===== src/design/tpd_pkg.sv =====
// Purpose: Constants shared by the timer PWM duty generator.
// Assumes: Byte-wide register port with offsets as printed.
// Notes on behaviour
// - Output goes low when the count equals the duty compare value.
// - Duty compare register, 8 bits, read/write, at 0xea, resets to zero.
// - Pin carries PWM only when timer enable and PWM enable are both set.
// - Each PWM cycle with duty above reload starts high and drops low later; otherwise the output stays low.
// - Count loads from reload on enable and on every overflow.
// - Overflow at 0xff reloads the count and ends the cycle; output returns high if duty is above the new reload.
// - A new period takes effect only from the next reload.
// - Overflow flag and interrupt request still work while PWM runs.
// - PWM enable steers the pin; clearing it restores GPIO, timer keeps running.
// - Any 8-bit reload is accepted; 0x00 gives 256 counts per cycle.
// - Overflow sets a sticky flag that stays until software clears it.
// - Source 0 counts instruction clock over 128 down to 1; source 1 counts oscillator.
// - Reload writes are staged and moved to the active buffer at overflow.
package tpd_pkg;
  localparam logic [7:0] ADDR_MODE   = 8'hdc;
  localparam logic [7:0] ADDR_COUNT  = 8'hdd;
  localparam logic [7:0] ADDR_RELOAD = 8'hde;
  localparam logic [7:0] ADDR_DUTY   = 8'hea;
  localparam logic [7:0] ADDR_STATUS = 8'hdf;
  localparam logic [7:0] RST_BYTE    = 8'h00;
  localparam logic [7:0] CNT_FULL    = 8'hff;
  localparam int         BIT_PWM_EN  = 0;
  localparam int         BIT_SRC     = 2;
  localparam int         BIT_RATE_LO = 4;
  localparam int         BIT_TMR_EN  = 7;
  localparam int         BIT_FLAG    = 0;
  localparam int         BIT_IRQ_EN  = 1;
  localparam logic [7:0] MODE_MASK   = 8'hf5;
  localparam logic [6:0] PRE_ONES    = 7'h7f;
endpackage : tpd_pkg


===== src/design/tpd_prescale.sv =====
// Purpose: Count-tick generator selecting divided instruction clock or oscillator.
// Assumes: Both clock sources arrive as one-cycle enable pulses on core_clk_in.
// Notes: The divider free-runs so a rate change takes effect within one period.
`timescale 1ns/100ps
module tpd_prescale (
  input  wire logic       core_clk_in,
  input  wire logic       rst_n_in,
  input  wire logic       cpu_tick_in,
  input  wire logic       osc_tick_in,
  input  wire logic       src_sel_in,
  input  wire logic [2:0] rate_in,
  output logic            tick_out
);
  logic [6:0] div_r;
  logic [6:0] div_nxt;
  logic [6:0] div_mask;
  logic       div_hit;

  assign div_nxt  = cpu_tick_in ? div_r + 7'h01 : div_r;
  // Rate 000 divides by 128, each step halves, 111 divides by 1.
  assign div_mask = tpd_pkg::PRE_ONES >> rate_in;
  assign div_hit  = cpu_tick_in && ((div_r & div_mask) == div_mask);
  assign tick_out = src_sel_in ? osc_tick_in : div_hit;

  always_ff @(posedge core_clk_in) begin
    if (!rst_n_in) begin
      div_r <= 7'h00;
    end else begin
      div_r <= div_nxt;
    end
  end

  div_tick_a: assert property (@(posedge core_clk_in) disable iff (!rst_n_in)
    (!src_sel_in && rate_in == 3'h7 && cpu_tick_in) |-> tick_out)
    else $error("Divide-by-one did not tick on the instruction clock.");
endmodule : tpd_prescale


===== src/design/tpd_pwm_out.sv =====
// Purpose: PWM level and shared pin steering.
// Assumes: Count advance and overflow pulses come from the timer core.
// Notes: Pin returns to the GPIO value the moment PWM enable drops.
`timescale 1ns/100ps
module tpd_pwm_out (
  input  wire logic       core_clk_in,
  input  wire logic       rst_n_in,
  input  wire logic       tmr_en_in,
  input  wire logic       pwm_en_in,
  input  wire logic       start_in,
  input  wire logic       ovf_in,
  input  wire logic       step_in,
  input  wire logic [7:0] count_nxt_in,
  input  wire logic [7:0] duty_in,
  input  wire logic [7:0] reload_in,
  input  wire logic       gpio_out_in,
  input  wire logic       gpio_oe_in,
  output logic            pin_out,
  output logic            pin_oe_out
);
  logic pwm_r;
  logic pwm_nxt;
  logic duty_ok;

  // Duty at or below the reload value never exceeds the count start.
  assign duty_ok = duty_in > reload_in;
  always_comb begin
    pwm_nxt = pwm_r;
    if (!tmr_en_in) begin
      pwm_nxt = 1'b0;
    end else if ((start_in || ovf_in) && duty_ok) begin
      pwm_nxt = 1'b1;
    end else if (!duty_ok) begin
      pwm_nxt = 1'b0;
    end else if (step_in && count_nxt_in == duty_in) begin
      pwm_nxt = 1'b0;
    end
  end

  always_ff @(posedge core_clk_in) begin
    if (!rst_n_in) begin
      pwm_r <= 1'b0;
    end else begin
      pwm_r <= pwm_nxt;
    end
  end

  assign pin_out    = pwm_en_in ? (pwm_r & tmr_en_in) : gpio_out_in;
  assign pin_oe_out = pwm_en_in ? 1'b1 : gpio_oe_in;

  pin_gpio_a: assert property (@(posedge core_clk_in) disable iff (!rst_n_in)
    !pwm_en_in |-> (pin_out == gpio_out_in && pin_oe_out == gpio_oe_in))
    else $error("Pin not returned to GPIO with PWM disabled.");
  pwm_off_a: assert property (@(posedge core_clk_in) disable iff (!rst_n_in)
    (pwm_en_in && !tmr_en_in) |-> !pin_out)
    else $error("PWM pin high while timer disabled.");
  low_duty_a: assert property (@(posedge core_clk_in) disable iff (!rst_n_in)
    (tmr_en_in && !duty_ok) |=> !pwm_r)
    else $error("PWM high with duty not above reload.");
endmodule : tpd_pwm_out


===== src/design/tpd_timer.sv =====
// Purpose: 8-bit auto-reload timer with PWM duty output and register port.
// Assumes: Register strobes are single-cycle; read data valid the next cycle.
// Notes: The interrupt request is a level equal to flag and enable.
//
// Local design decision: strobed register access.
`timescale 1ns/100ps
module tpd_timer (
  input  wire logic       core_clk_in,
  input  wire logic       rst_n_in,
  input  wire logic [7:0] addr_in,
  input  wire logic [7:0] wdata_in,
  input  wire logic       wr_in,
  input  wire logic       rd_in,
  output logic      [7:0] rdata_out,
  input  wire logic       cpu_tick_in,
  input  wire logic       osc_tick_in,
  input  wire logic       gpio_out_in,
  input  wire logic       gpio_oe_in,
  output logic            pin_out,
  output logic            pin_oe_out,
  output logic            irq_out
);
  logic [7:0] mode_r;
  logic [7:0] count_r;
  logic [7:0] count_nxt;
  logic [7:0] stage_r;
  logic [7:0] reload_r;
  logic [7:0] duty_r;
  logic       flag_r;
  logic       flag_nxt;
  logic       irq_en_r;
  logic       en_d_r;
  logic [7:0] rdata_r;
  logic [7:0] rdata_nxt;
  logic       tick;
  logic       tmr_en;
  logic       start;
  logic       ovf;
  logic       step;
  logic       wr_mode;
  logic       wr_count;
  logic       wr_reload;
  logic       wr_duty;
  logic       wr_status;
  logic [7:0] cyc_reload;

  assign wr_mode   = wr_in && addr_in == tpd_pkg::ADDR_MODE;
  assign wr_count  = wr_in && addr_in == tpd_pkg::ADDR_COUNT;
  assign wr_reload = wr_in && addr_in == tpd_pkg::ADDR_RELOAD;
  assign wr_duty   = wr_in && addr_in == tpd_pkg::ADDR_DUTY;
  assign wr_status = wr_in && addr_in == tpd_pkg::ADDR_STATUS;

  assign tmr_en = mode_r[tpd_pkg::BIT_TMR_EN];
  // Enable rising edge reloads the count from the active reload buffer.
  assign start  = tmr_en && !en_d_r;
  assign step   = tmr_en && tick && !start;
  assign ovf    = step && count_r == tpd_pkg::CNT_FULL;
  // The duty test must see the reload that starts the coming cycle, not the old one.
  assign cyc_reload = ovf ? stage_r : reload_r;

  tpd_prescale u_pre (
    .core_clk_in (core_clk_in),
    .rst_n_in    (rst_n_in),
    .cpu_tick_in (cpu_tick_in),
    .osc_tick_in (osc_tick_in),
    .src_sel_in  (mode_r[tpd_pkg::BIT_SRC]),
    .rate_in     (mode_r[tpd_pkg::BIT_RATE_LO +: 3]),
    .tick_out    (tick)
  );

  always_comb begin
    count_nxt = count_r;
    if (wr_count) begin
      count_nxt = wdata_in;
    end else if (start) begin
      count_nxt = reload_r;
    end else if (ovf) begin
      // Overflow reloads from the staged value so a new period starts now.
      count_nxt = stage_r;
    end else if (step) begin
      count_nxt = count_r + 8'h01;
    end
  end

  // Hardware set wins over a software clear in the same cycle.
  assign flag_nxt = ovf ? 1'b1 :
                    (wr_status && !wdata_in[tpd_pkg::BIT_FLAG]) ? 1'b0 : flag_r;

  always_comb begin
    case (addr_in)
      tpd_pkg::ADDR_MODE:   rdata_nxt = mode_r;
      tpd_pkg::ADDR_COUNT:  rdata_nxt = count_r;
      tpd_pkg::ADDR_DUTY:   rdata_nxt = duty_r;
      tpd_pkg::ADDR_STATUS: rdata_nxt = {6'h00, irq_en_r, flag_r};
      default:              rdata_nxt = tpd_pkg::RST_BYTE;
    endcase
    if (!rd_in) begin
      rdata_nxt = tpd_pkg::RST_BYTE;
    end
  end

  always_ff @(posedge core_clk_in) begin
    if (!rst_n_in) begin
      mode_r   <= 8'h00;
      count_r  <= 8'h00;
      stage_r  <= 8'h00;
      reload_r <= 8'h00;
      duty_r   <= 8'h00;
      flag_r   <= 1'b0;
      irq_en_r <= 1'b0;
      en_d_r   <= 1'b0;
      rdata_r  <= 8'h00;
    end else begin
      if (wr_mode) begin
        mode_r <= wdata_in & tpd_pkg::MODE_MASK;
      end
      if (wr_reload) begin
        stage_r <= wdata_in;
      end
      if (ovf) begin
        reload_r <= stage_r;
      end else if (!tmr_en) begin
        // While stopped the two buffers track, so the first enable uses the write.
        reload_r <= stage_r;
      end
      if (wr_duty) begin
        duty_r <= wdata_in;
      end
      if (wr_status) begin
        irq_en_r <= wdata_in[tpd_pkg::BIT_IRQ_EN];
      end
      count_r <= count_nxt;
      flag_r  <= flag_nxt;
      en_d_r  <= tmr_en;
      rdata_r <= rdata_nxt;
    end
  end

  assign rdata_out = rdata_r;
  assign irq_out   = flag_r && irq_en_r;

  tpd_pwm_out u_pwm (
    .core_clk_in  (core_clk_in),
    .rst_n_in     (rst_n_in),
    .tmr_en_in    (tmr_en),
    .pwm_en_in    (mode_r[tpd_pkg::BIT_PWM_EN]),
    .start_in     (start),
    .ovf_in       (ovf),
    .step_in      (step),
    .count_nxt_in (count_nxt),
    .duty_in      (duty_r),
    .reload_in    (cyc_reload),
    .gpio_out_in  (gpio_out_in),
    .gpio_oe_in   (gpio_oe_in),
    .pin_out      (pin_out),
    .pin_oe_out   (pin_oe_out)
  );

  ovf_flag_a: assert property (@(posedge core_clk_in) disable iff (!rst_n_in)
    ovf |=> flag_r)
    else $error("Overflow did not set the flag.");
  flag_hold_a: assert property (@(posedge core_clk_in) disable iff (!rst_n_in)
    (flag_r && !wr_status) |=> flag_r)
    else $error("Flag dropped without a software clear.");
  ovf_reload_a: assert property (@(posedge core_clk_in) disable iff (!rst_n_in)
    (ovf && !wr_count) |=> count_r == $past(stage_r))
    else $error("Count not reloaded at overflow.");
  stop_hold_a: assert property (@(posedge core_clk_in) disable iff (!rst_n_in)
    (!tmr_en && !wr_count) |=> count_r == $past(count_r))
    else $error("Count moved while timer disabled.");
  stage_move_a: assert property (@(posedge core_clk_in) disable iff (!rst_n_in)
    (tmr_en && !ovf) |=> reload_r == $past(reload_r))
    else $error("Active reload changed without overflow.");
  duty_read_a: assert property (@(posedge core_clk_in) disable iff (!rst_n_in)
    (rd_in && addr_in == tpd_pkg::ADDR_DUTY) |=> rdata_out == $past(duty_r))
    else $error("Duty compare read back wrong.");
  irq_level_a: assert property (@(posedge core_clk_in) disable iff (!rst_n_in)
    (ovf && irq_en_r && !wr_status) |=> irq_out)
    else $error("Interrupt request missing.");
endmodule : tpd_timer


===== config.mk =====
export PLATFORM = sky130hd
export DESIGN_NAME = tpd_timer
export DESIGN_NICKNAME = d
export VERILOG_FILES = /design/src/design/tpd_pkg.sv /design/src/design/tpd_prescale.sv /design/src/design/tpd_pwm_out.sv /design/src/design/tpd_timer.sv
export SDC_FILE = /design/constraint.sdc
export NUM_CORES = 1
export LEC_CHECK = 0
export ABC_AREA = 1
export BUFFER_PORTS_ARGS = -buffer_cell sky130_fd_sc_hd__buf_4
export CAP_MARGIN = 20
export CORE_ASPECT_RATIO = 1.4
export CORE_UTILIZATION = 53
export CTS_CLUSTER_DIAMETER = 120
export CTS_CLUSTER_SIZE = 12
export DETAILED_ROUTE_END_ITERATION = 10
export GPL_TIMING_DRIVEN = 0
export PLACE_DENSITY = 0.76
export REMOVE_ABC_BUFFERS = 1
export SLEW_MARGIN = 20
export SYNTH_ARGS = -nofsm -noshare
export SYNTH_HDL_FRONTEND = slang
export SYNTH_HIERARCHICAL = 1
export SYNTH_SLANG_ARGS = --single-unit

===== constraint.sdc =====
create_clock -name core_clk_in -period 2.5 [get_ports core_clk_in]
set_clock_uncertainty 0.1 [all_clocks]
set_input_delay 0.625 -clock core_clk_in [delete_from_list [all_inputs] [get_ports core_clk_in]]
set_output_delay 0.625 -clock core_clk_in [all_outputs]
set_load 0.1 [all_outputs]

[Yosys cells after proc, flatten, opt, wreduce, memory -nomap -nowiden]
Cells that the tools add are included.
Word-level totals
  output and inout bits: 11
  word-level logic and storage cells: 64
  register bits: 57
  input bits: 24
Operators by class
  bitwise operators: 2
  reductions and logical operators: 21
  equality and inequality tests: 10
  shifts and indexed selects: 1
  order comparisons: 1
  $add $sub $neg: 2
  mux-type cells: 16
Operator list (number)
  $mux W8: 7
  $eq A8 B8 Y1 const B: 6
  $pmux W8 S4: 1
  $logic_and A1 B1 Y1: 14
  $add A8 B1 Y8 const B: 1
  $eq A8 B8 Y1: 1
  $gt A8 B8 Y1: 1
  $mux W1: 8
  $add A7 B1 Y7 const B: 1
  $and A7 B7 Y7: 1
  $eq A7 B7 Y1: 1
  $shr A7 B3 Y7 const A: 1
  $reduce_and A2 Y1: 2
  $logic_not A1 Y1: 3
  $ne A3 B3 Y1 const B: 1
  $ne A2 B1 Y1 const B: 1
  $reduce_bool A2 Y1: 1
  $and A1 B1 Y1: 1
  $logic_or A1 B1 Y1: 1

[Depth between registers and ports, before layout]
Gate-level depths: netlist of run 1.
  depth in word-level cells: 16
  mapped depth: 24
  mapped depth without buffers: 23

[Hierarchy]
Netlist of run 1, hierarchy kept.
Modules (own cells, without submodules)
  tpd_timer: area an instance 2506.2 um^2, seq. area each 980.9 um^2, cells an instance 354, instances 1
  tpd_pwm_out: area an instance 414.1 um^2, seq. area each 20.0 um^2, cells an instance 77, instances 1
  tpd_prescale: area an instance 367.9 um^2, seq. area each 140.1 um^2, cells an instance 57, instances 1

[Worst setup path after synthesis of run 1]
No wires, ideal clock.
  path kind: input-to-output
  start point: input gpio_out_in
  end point: output pin_out
  path slack: -225 ps
  required time: 1775 ps
  stages on the path: 2
  data arrival time: 2000 ps
  cell sequence: inv_1 -> o21ai_1
Between the ends
  cells in the longest elaborated chain, start to end: 1
Ends and longest elaborated chain
  start: declaration: line tpd_timer.sv:17  | input wire logic gpio_out_in,
  $mux W1: line tpd_pwm_out.sv:48  | assign pin_out = pwm_en_in ? (pwm_r & tmr_en_in) : gpio_out_in;
  end: declaration: line tpd_timer.sv:19  | output logic pin_out,
No other way between the ends.

[Final worst setup path of run 1]
  start point: input cpu_tick_in
  end point: register u_pwm.pwm_r
Between the ends
  elaborated cells on any way between the ends: 18
  those cells by class: 1 x order compare; 2 x eq/ne; 8 x mux; 7 x reduce/logical
RTL lines
  start: declaration: line tpd_timer.sv:15  | input wire logic cpu_tick_in,
  $logic_and A1 B1 Y1 *: line tpd_prescale.sv:22  | assign div_hit = cpu_tick_in && ((div_r & div_mask) == div_mask);
  $mux W1 *: line tpd_prescale.sv:23  | assign tick_out = src_sel_in ? osc_tick_in : div_hit;
  via tick: line tpd_timer.sv:35  | logic tick;
  $logic_and A1 B1 Y1 * (2 in series): line tpd_timer.sv:56  | assign step = tmr_en && tick && !start;
  $logic_and A1 B1 Y1 *: line tpd_timer.sv:57  | assign ovf = step && count_r == tpd_pkg::CNT_FULL;
  $mux W8 *: line tpd_timer.sv:59  | assign cyc_reload = ovf ? stage_r : reload_r;
  via cyc_reload[5]: line tpd_timer.sv:45  | logic [7:0] cyc_reload;
  $gt A8 B8 Y1 *: line tpd_pwm_out.sv:26  | assign duty_ok = duty_in > reload_in;
  $logic_and A1 B1 Y1 or $mux W1 (tied branches): line tpd_pwm_out.sv:31, tpd_pwm_out.sv:33
  $ne A3 B3 Y1 (no source line) or $mux W1 (tied branches)
  end signal: assignment: line tpd_pwm_out.sv:44  | pwm_r <= pwm_nxt;
  end: declaration: line tpd_pwm_out.sv:21  | logic pwm_r;
Mark *: on every way through the listed nets, which the timed path passes. The rest lies on a longest branch.
A chain may end at the register's enable or synchronous reset.

==> results of run 1 <==
## per-stage QoR
stage	utilization (%)	area, um2	cells
final	69.15	4083	613
after global routing	69.15	4083	613
after CTS	66.88	3949	607
after detailed placement	60.48	3571	582
after global placement	60.48	3571	582
after floorplan	-	3228	478
## final cells by class
class / count / area [um2]
clock inverter: 7 / 95.09
sequential: 57 / 1161
tap: 70 / 87.58
timing repair buffer: 48 / 375.4
inverter: 75 / 281.5
multi-input combinational: 347 / 1958
clock buffer: 9 / 123.9
fill: 506 / 1822
## sequential cells by signal, summed over array words and instances (netlist names)
signal       cells
u_pwm/pwm_r      1
stage_r          8
en_d_r           1
rdata_out        8
flag_r           1
irq_en_r         1
mode_r           6
reload_r         8
u_pre/div_r      7
duty_r           8
count_r          8
## cell usage after synthesis
cell / n
nor4_1: 1
nor3_1: 1
clkbuf_1: 3
clkbuf_2: 1
o21ai_2: 1
inv_2: 5
nor3_4: 1
xnor2_1: 2
nand2_4: 1
o21ai_1: 7
clkinv_1: 1
or2_2: 1
nand4_1: 9
a21oi_1: 53
inv_1: 69
nand3_1: 24
o211ai_1: 3
buf_6: 2
nor2_4: 6
dfxtp_1: 57
o21ai_0: 43
o22ai_1: 5
a31oi_1: 1
buf_2: 2
nand3_2: 2
nand2_1: 114
nor3b_4: 1
a21oi_2: 2
nor2_1: 41
nor2_2: 2
buf_4: 1
or2_1: 1
o21bai_1: 1
nor3_2: 2
a211oi_1: 2
ha_1: 10
buf_1: 1
nand2_2: 6
nand3_4: 3
## worst paths after layout
| path | to | slack, ps | depth (start not counted) |
|---|---|---|---|
| max | u_pwm/pwm_r | -70 | 20 |
| min | u_pre/div_r[0] | 360 | 1 |
| max reg2reg | u_pwm/pwm_r | -70 | 19 |
| min reg2reg | u_pre/div_r[0] | 360 | 1 |
## cells by family (layout without fill, tap and decap cells)
| kind of cell | after synthesis | in the layout | share of synthesized area (%) |
|---|---|---|---|
| adder cells (fa/ha/maj) | 10 | 10 | 3.805 |
| AND/OR/NAND/NOR | 216 | 217 | 31.58 |
| XOR/XNOR | 2 | 2 | 0.5328 |
| AO/OA/AOI/OAI | 118 | 118 | 18.99 |
| buffers and inverters | 85 | 139 | 10.39 |
| flip-flops | 57 | 57 | 34.70 |
## repair_timing
item,in CTS,in global routing
buffers inserted,8,6
endpoints found under the setup margin,1,1
gates cloned,1,0
pin swaps,14,15
resized for setup,26,26
## routing by layer
metal  wire length [um]  vias to the layer above  track usage (%)  share of wire (%)
met5                  0                        -                0                  0
met4                463                        0            19.62                4.9
met3                517                       42            5.742                5.5
met2               4800                      130            52.12                 51
met1               3601                     1567            33.60                 38
li1                   -                     1695                -                  -
## power breakdown
part           internal (mW)  total [mW]  switching (mW)
Sequential             0.910       0.915         0.00551
Clock                  0.560       0.961           0.401
Combinational         0.0468       0.123          0.0757
==> metrics.txt, run 1 <==
status=finished with violations; failing checks=setup timing; clock-pin slew on the worst setup and hold paths=70 ps; RSZ-0062 raised after global routing=yes; fmax=388.6 MHz; number of remaining DRC errors=0; core area=5904 um2; vias in the first global route=3,252; Synth top area share=34.70%; Rel. slew slack=62.10%; antenna cells=0; number of buffers added on ports=34; Critical Path Sink Type=flip-flop; GP Congestion=0.9223; Layout area overhead=24.16%; worst hold path class=reg2reg; critical path's top delay family=simple AND/OR/NAND/NOR gates; crit path max fanout=6; hold path start=u_pre/div_r[0]; Hold WS=360.6 ps; num rows=33; first-pass GRT wire length=14,570 um; clk_lat worst skew=340 ps; Root Driver=clkbuf_8; CTS Buffer Depth=2; area leader, netlist=dfxtp_1; Final HPWL DP=6550 um; TritonCTS Sinks=57; Total GRT Usage=30.57%; Initial Util=55.69%; GRT overflow=0; Slew Viols, Final=0; peak supply drop=306.2 uV; WP data arrival=2710 ps; Tot Pwr=1.999 mW; most used cell, CP=nand2_1; sequential-to-total area share from yosys stat=34.70%; Yosys warnings=6; CTS hold repair buffers=0; Pleak=1.644 nW; Cells after Synth=488; worst-margin pin slew=567.9 ps; largest net degree at the start of global routing=39; Final period util=102.9%; CP startpoint=cpu_tick_in; most frequent cells in the layout=104 x nand2_1, 65 x inv_1, 50 x a21oi_1; Slowest cell on crit path=nor2_4; vias per cell=5.602; Mean Syn Cell Area=6.738 um2; pre-CTS setup slack=-700.3 ps; max incr delay on CP=220 ps; CP bufs+invs=4; ratio of cells with drive above 1 in the final layout=25.05%; setup TNS=-73.60 ps; Setup violations, final=1; max cap viols=0; final WL=9383 um; mapped cell area=3288 um2; Routed WL per cell=15.31 um; # IOs=35; Hold Vio Cnt, Final=0; TritonCTS Buffers=9; CP cell instances=buf_8, inv_2, nor2_2, nand2_1, a21oi_1, nand2_1, nand2_2, nand2_2, nor2_4, buf_6, nand4_1, nand2_1, inv_2, ha_4, a21oi_4, o21ai_2, nor2_2, nand2_1, nand2_2, a21oi_2; top post-synthesis cells by area=dfxtp_1 35%, nand2_1 13%, a21oi_1 8.1%, inv_1 7.9%, o21ai_0 6.5%; # H-tree levels=3; Final min period=2574 ps; startpoint type of the worst setup path=input pin; most common cell after layout, fill and taps aside=nand2_1; 1st-iter DRT viols=229; vias=3,434; P per Cell Area=489.6 nW/um2; Yosys cell types=39; worst r2r src=u_pre/div_r[4]; layout net count=572; DIE HEIGHT=95.20 um; post-route ant nets=0; min setup slack post-route=-73.60 ps; crit path kind=in2reg; CP required=2640 ps; TritonCTS clock tree=built; antenna violations before repair=0; Yosys reg bits=57; chip width=68.57 um; Die Area=6528 um2; TritonRoute pass-1 iters=5
Power figures use the tool's default switching activity.
==> run 2, diff against run 1 <==
- CORE_ASPECT_RATIO: 1.4 -> 1.5
- CORE_UTILIZATION: 53 -> 50
- PLACE_DENSITY: 0.76 -> 0.7
- clock period: 2.5 -> 3.2 ns (I/O delays scaled with it)
==> metrics.txt, run 2 (same netlist as run 1, synthesis figures left out) <==
status=completed; CTS hold repair buffers=0; Total GRT Usage=27.85%; Routed WL per cell=14.25 um; setup TNS=0 ps; antenna violations before repair=0; area post-placement=3576 um2; chip width=68.22 um; Critical Path Sink Type=flip-flop; # H-tree levels=3; most common cell after layout, fill and taps aside=nand2_1; Layout area overhead=16.29%; RSZ-0062 raised after global routing=no; Worst R2R End=u_pwm/pwm_r; CTS Buffer Depth=2; worst hold path class=reg2reg; vias=3,291; TritonRoute pass-1 iters=5; P per Cell Area=389.0 nW/um2; worst r2r src=u_pre/div_r[4]; Pleak=1.544 nW; Seq. cell area=1141 um2; ratio of cells with drive above 1 in the final layout=16.82%; WP data arrival=3070 ps; post-cts resize count=0; Final period util=89.89%; fill count=609; num rows=35; most used cell, CP=nand2_1; worst reg-to-reg path cell count=19; most frequent cells in the layout=114 x nand2_1, 69 x inv_1, 57 x dfxtp_1; TritonCTS clock tree=built; Final HPWL DP=6463 um; GP Congestion=0.8834; CP cell instances=buf_4, inv_1, nor2_1, nand2_1, a21oi_1, nand2_1, nand2_1, nand2_2, nor2_4, nand3_4, buf_4, nand2_1, o21ai_0, o21ai_1, nand2_1, o211ai_1, nor2_1, nand2_1, nand2_1, a21oi_2; 1st-iter DRT viols=211; antenna cells=0; peak supply drop=370.4 uV; Setup violations, final=0; Worst Hold Path EP=irq_en_r; Final Cell Area=3824 um2; max cap viols=0; Slowest cell on crit path=buf_4; Rel. slew slack=59.51%; first-pass GRT wire length=14,030 um; Tot Pwr=1.488 mW; # IOs=35; CP required=3400 ps; crit path max fanout=14; Final min period=2877 ps; core area=6262 um2; number of buffers added on ports=34; setup slack on the worst flop-to-flop path=420 ps; post-route ant nets=0; crit path kind=in2reg; hold path start=irq_en_r; TritonCTS Buffers=9; vias in the first global route=3,124; clk_lat worst skew=350 ps; clock-pin slew on the worst setup and hold paths=70 ps; GRT overflow=0; Slew Viols, Final=0; WHS Path Cells=2; startpoint type of the worst setup path=input pin; Hold Vio Cnt, Final=0; setup bufs post-CTS=0; Die Area=6912 um2; vias per cell=5.404; largest net degree at the start of global routing=39; Root Driver=clkbuf_8; multi-input logic area=1805 um2; layout net count=564; max incr delay on CP=220 ps; DIE HEIGHT=101.3 um; Initial Util=52.51%; final WL=8678 um; fmax=347.6 MHz; worst-margin pin slew=605.4 ps; TritonCTS Sinks=57; number of remaining DRC errors=0
==> run 2: cell type report <==
| type | count | share of cell area (%) |
|---|---|---|
| flip-flops and latches | 57 | 29.84 |
| clock inverters | 7 | 1.865 |
| well taps | 74 | 2.421 |
| multi-input cells | 346 | 47.22 |
| inverters | 75 | 7.363 |
| repair buffers | 41 | 8.050 |
| clock buffers | 9 | 3.240 |
==> run 2: how the worst max path moves through the flow <==
stage,slack (ps),from,depth (start not counted),end
finish,320,cpu_tick_in,20,u_pwm/pwm_r
global route,10,cpu_tick_in,19,u_pwm/pwm_r
CTS,140,cpu_tick_in,19,u_pwm/pwm_r
detailed placement,-230,cpu_tick_in,19,u_pwm/pwm_r
global placement,-160,cpu_tick_in,19,u_pwm/pwm_r
floorplan,130,gpio_out_in,2,pin_out
==> run 2: layer usage <==
layer	track usage, %	wire length [um]
met5	0	0
met4	14.58	242
met3	5.293	391
met2	50.30	4623
met1	29.31	3421
==> run 2: metrics by stage <==
step	utilization [%]	hold WS [ps]	std cells	setup WS (ps)
after CTS	60.22	370.1	602	137.4
final	61.06	369.1	609	323.4
after global routing	61.06	387.2	609	10.30
after floorplan	-	337.0	478	125.5
after global placement	57.10	347.9	586	-162.4
after detailed placement	57.10	360.1	586	-225.5
==> run 2: power by group <==
part | switching, mW | leakage [nW] | internal (mW) | total (mW)
Clock | 0.323 | 0.0912 | 0.357 | 0.679
Combinational | 0.0574 | 0.993 | 0.0340 | 0.0914
Sequential | 0.00389 | 0.460 | 0.713 | 0.717
Total | 0.384 | 1.54 | 1.10 | 1.49
==> run 2: critical path, delay by kind of cell <==
| kind | cells | cell delay, ps |
|---|---|---|
| simple gates | 12 | 1210 |
| compound gates | 5 | 670 |
| buf+inv | 3 | 380 |
==> run 3, diff against run 2 <==
- RECOVER_POWER: not set -> 50
==> metrics.txt, run 3 (same netlist as run 1, synthesis figures left out) <==
status=finished with violations; failing checks=capacitance limit, slew limit; P per Cell Area=393.5 nW/um2; CTS hold repair buffers=0; worst hold path class=reg2reg; Final HPWL DP=6463 um; largest net degree at the start of global routing=39; vias in the first global route=3,124; post-route ant nets=0; num rows=35; core area=6262 um2; # H-tree levels=3; Hold Vio Cnt, Final=0; pre-CTS setup slack=-225.5 ps; layout net count=564; RSZ-0062 raised after global routing=no; Setup violations, final=0; Total GRT Usage=27.85%; CP cell instances=buf_4, inv_1, nor2_1, nand2_1, a21oi_1, nand2_1, nand2_1, nand2_2, nor2_4, nand3_4, buf_4, nand2_1, o21ai_0, o21ai_1, nand2_1, o211ai_1, nor2_1, nand2_1, nand2_1, a21oi_2; met2 usage=50.30%; DIE HEIGHT=101.3 um; vias per cell=5.383; Final min period=2876 ps; Pleak=1.500 nW; crit path max fanout=14; GRT overflow=0; CTS Buffer Depth=2; max cap viols=1; antenna violations before repair=0; Net Switching=0.3847 mW; min setup slack post-route=324.1 ps; Slew Viols, Final=39; final WL=8667 um; number of remaining DRC errors=0; max incr delay on CP=220 ps; most used cell, CP=nand2_1; chip width=68.22 um; post-cts resize count=0; number of buffers added on ports=34; CP required=3390 ps; TritonRoute pass-1 iters=6; gr busiest metal=met2; startpoint type of the worst setup path=input pin; 1st-iter DRT viols=209; Critical Path Sink Type=flip-flop; ratio of cells with drive above 1 in the final layout=14.77%; Root Driver=clkbuf_8; TritonCTS Sinks=57; setup TNS=0 ps; Layout area overhead=15.03%; first-pass GRT wire length=14,030 um; Final period util=89.87%; Slowest cell on crit path=buf_4; Die Area=6912 um2; Comb pwr share=6.1%; Tot Pwr=1.488 mW; peak supply drop=372.5 uV; Clk network pwr share=45.7%; met1 Use GR=29.31%; GR Util met3=5.293%; fill count=625; Switching Share=25.84%; clk_lat worst skew=350 ps; fmax=347.7 MHz; Initial Util=52.51%; sequential share of power=48.1%; Rel. slew slack=-2.187%; P_int=1.104 mW; worst-margin pin slew=1533 ps; most common cell after layout, fill and taps aside=nand2_1; vias=3,278; # IOs=35; TritonCTS clock tree=built; clock-pin slew on the worst setup and hold paths=70 ps; GP Congestion=0.8834; Routed WL per cell=14.23 um; WP data arrival=3070 ps; most frequent cells in the layout=114 x nand2_1, 69 x inv_1, 57 x dfxtp_1; TritonCTS Buffers=9; antenna cells=0; setup slack on the worst flop-to-flop path=440 ps; crit path kind=in2reg
run 3: changes by cell type in the layout (fill, tap and decap cells not counted), sizes merged:
cell,previous run,this run
buf,41,31
clkbuf,9,19
run 3: final timing paths:
check,start,end,cells after the start
setup / recovery,cpu_tick_in,u_pwm/pwm_r,20
hold / removal,irq_en_r,irq_en_r,2
setup reg to reg,u_pre/div_r[4],u_pwm/pwm_r,19
hold reg to reg,irq_en_r,irq_en_r,2
run 3: worst max-delay path: cells and delay by family:
family | cells | cell delay [ps]
and+or+nand+nor | 12 | 1210
buffers and inverters | 3 | 380
AOI/OAI and AO/OA | 5 | 670
run 3: per-layer routing:
layer / vias up / wire, um
met5: - / 0
met2: 86 / 4586
met3: 20 / 374
li1: 1674 / -
met4: 0 / 236
met1: 1498 / 3470
run 3: area by class of cell:
class | count | area (um2) | share of cell area, %
Multi-Input combinational cell | 346 | 1802 | 47.63
Sequential cell | 57 | 1141 | 30.17
Inverter | 75 | 281.5 | 7.443
Timing Repair Buffer | 41 | 270.3 | 7.145
Clock buffer | 9 | 123.9 | 3.275
Tap cell | 74 | 92.59 | 2.448
Clock inverter | 7 | 71.32 | 1.886
run 3: power by group through the flow:
stage / sequential (mW) / clock, mW / combinational [mW]
global placement: 0.733 / 0 / 0.0893
finish: 0.717 / 0.681 / 0.0912
global route: 0.717 / 0.722 / 0.101
floorplan: 0.732 / 0 / 0.0434
detailed placement: 0.733 / 0 / 0.0908
CTS: 0.717 / 0.685 / 0.0911
run 3: timing repair:
item,4_1_cts,5_1_grt
endpoints found under the hold margin,0,0
buffers inserted,0,7
setup endpoints to repair,0,1
run 3: through the flow:
| step | hold slack [ps] | instances | cell area, um2 | utilization [%] |
|---|---|---|---|---|
| floorplan | 337.0 | 478 | 3228 | - |
| global placement | 347.9 | 586 | 3576 | 57.10 |
| detailed placement | 360.1 | 586 | 3576 | 57.10 |
| CTS | 370.1 | 602 | 3771 | 60.22 |
| global route | 389.0 | 609 | 3782 | 60.40 |
| finish | 370.8 | 609 | 3782 | 60.40 |
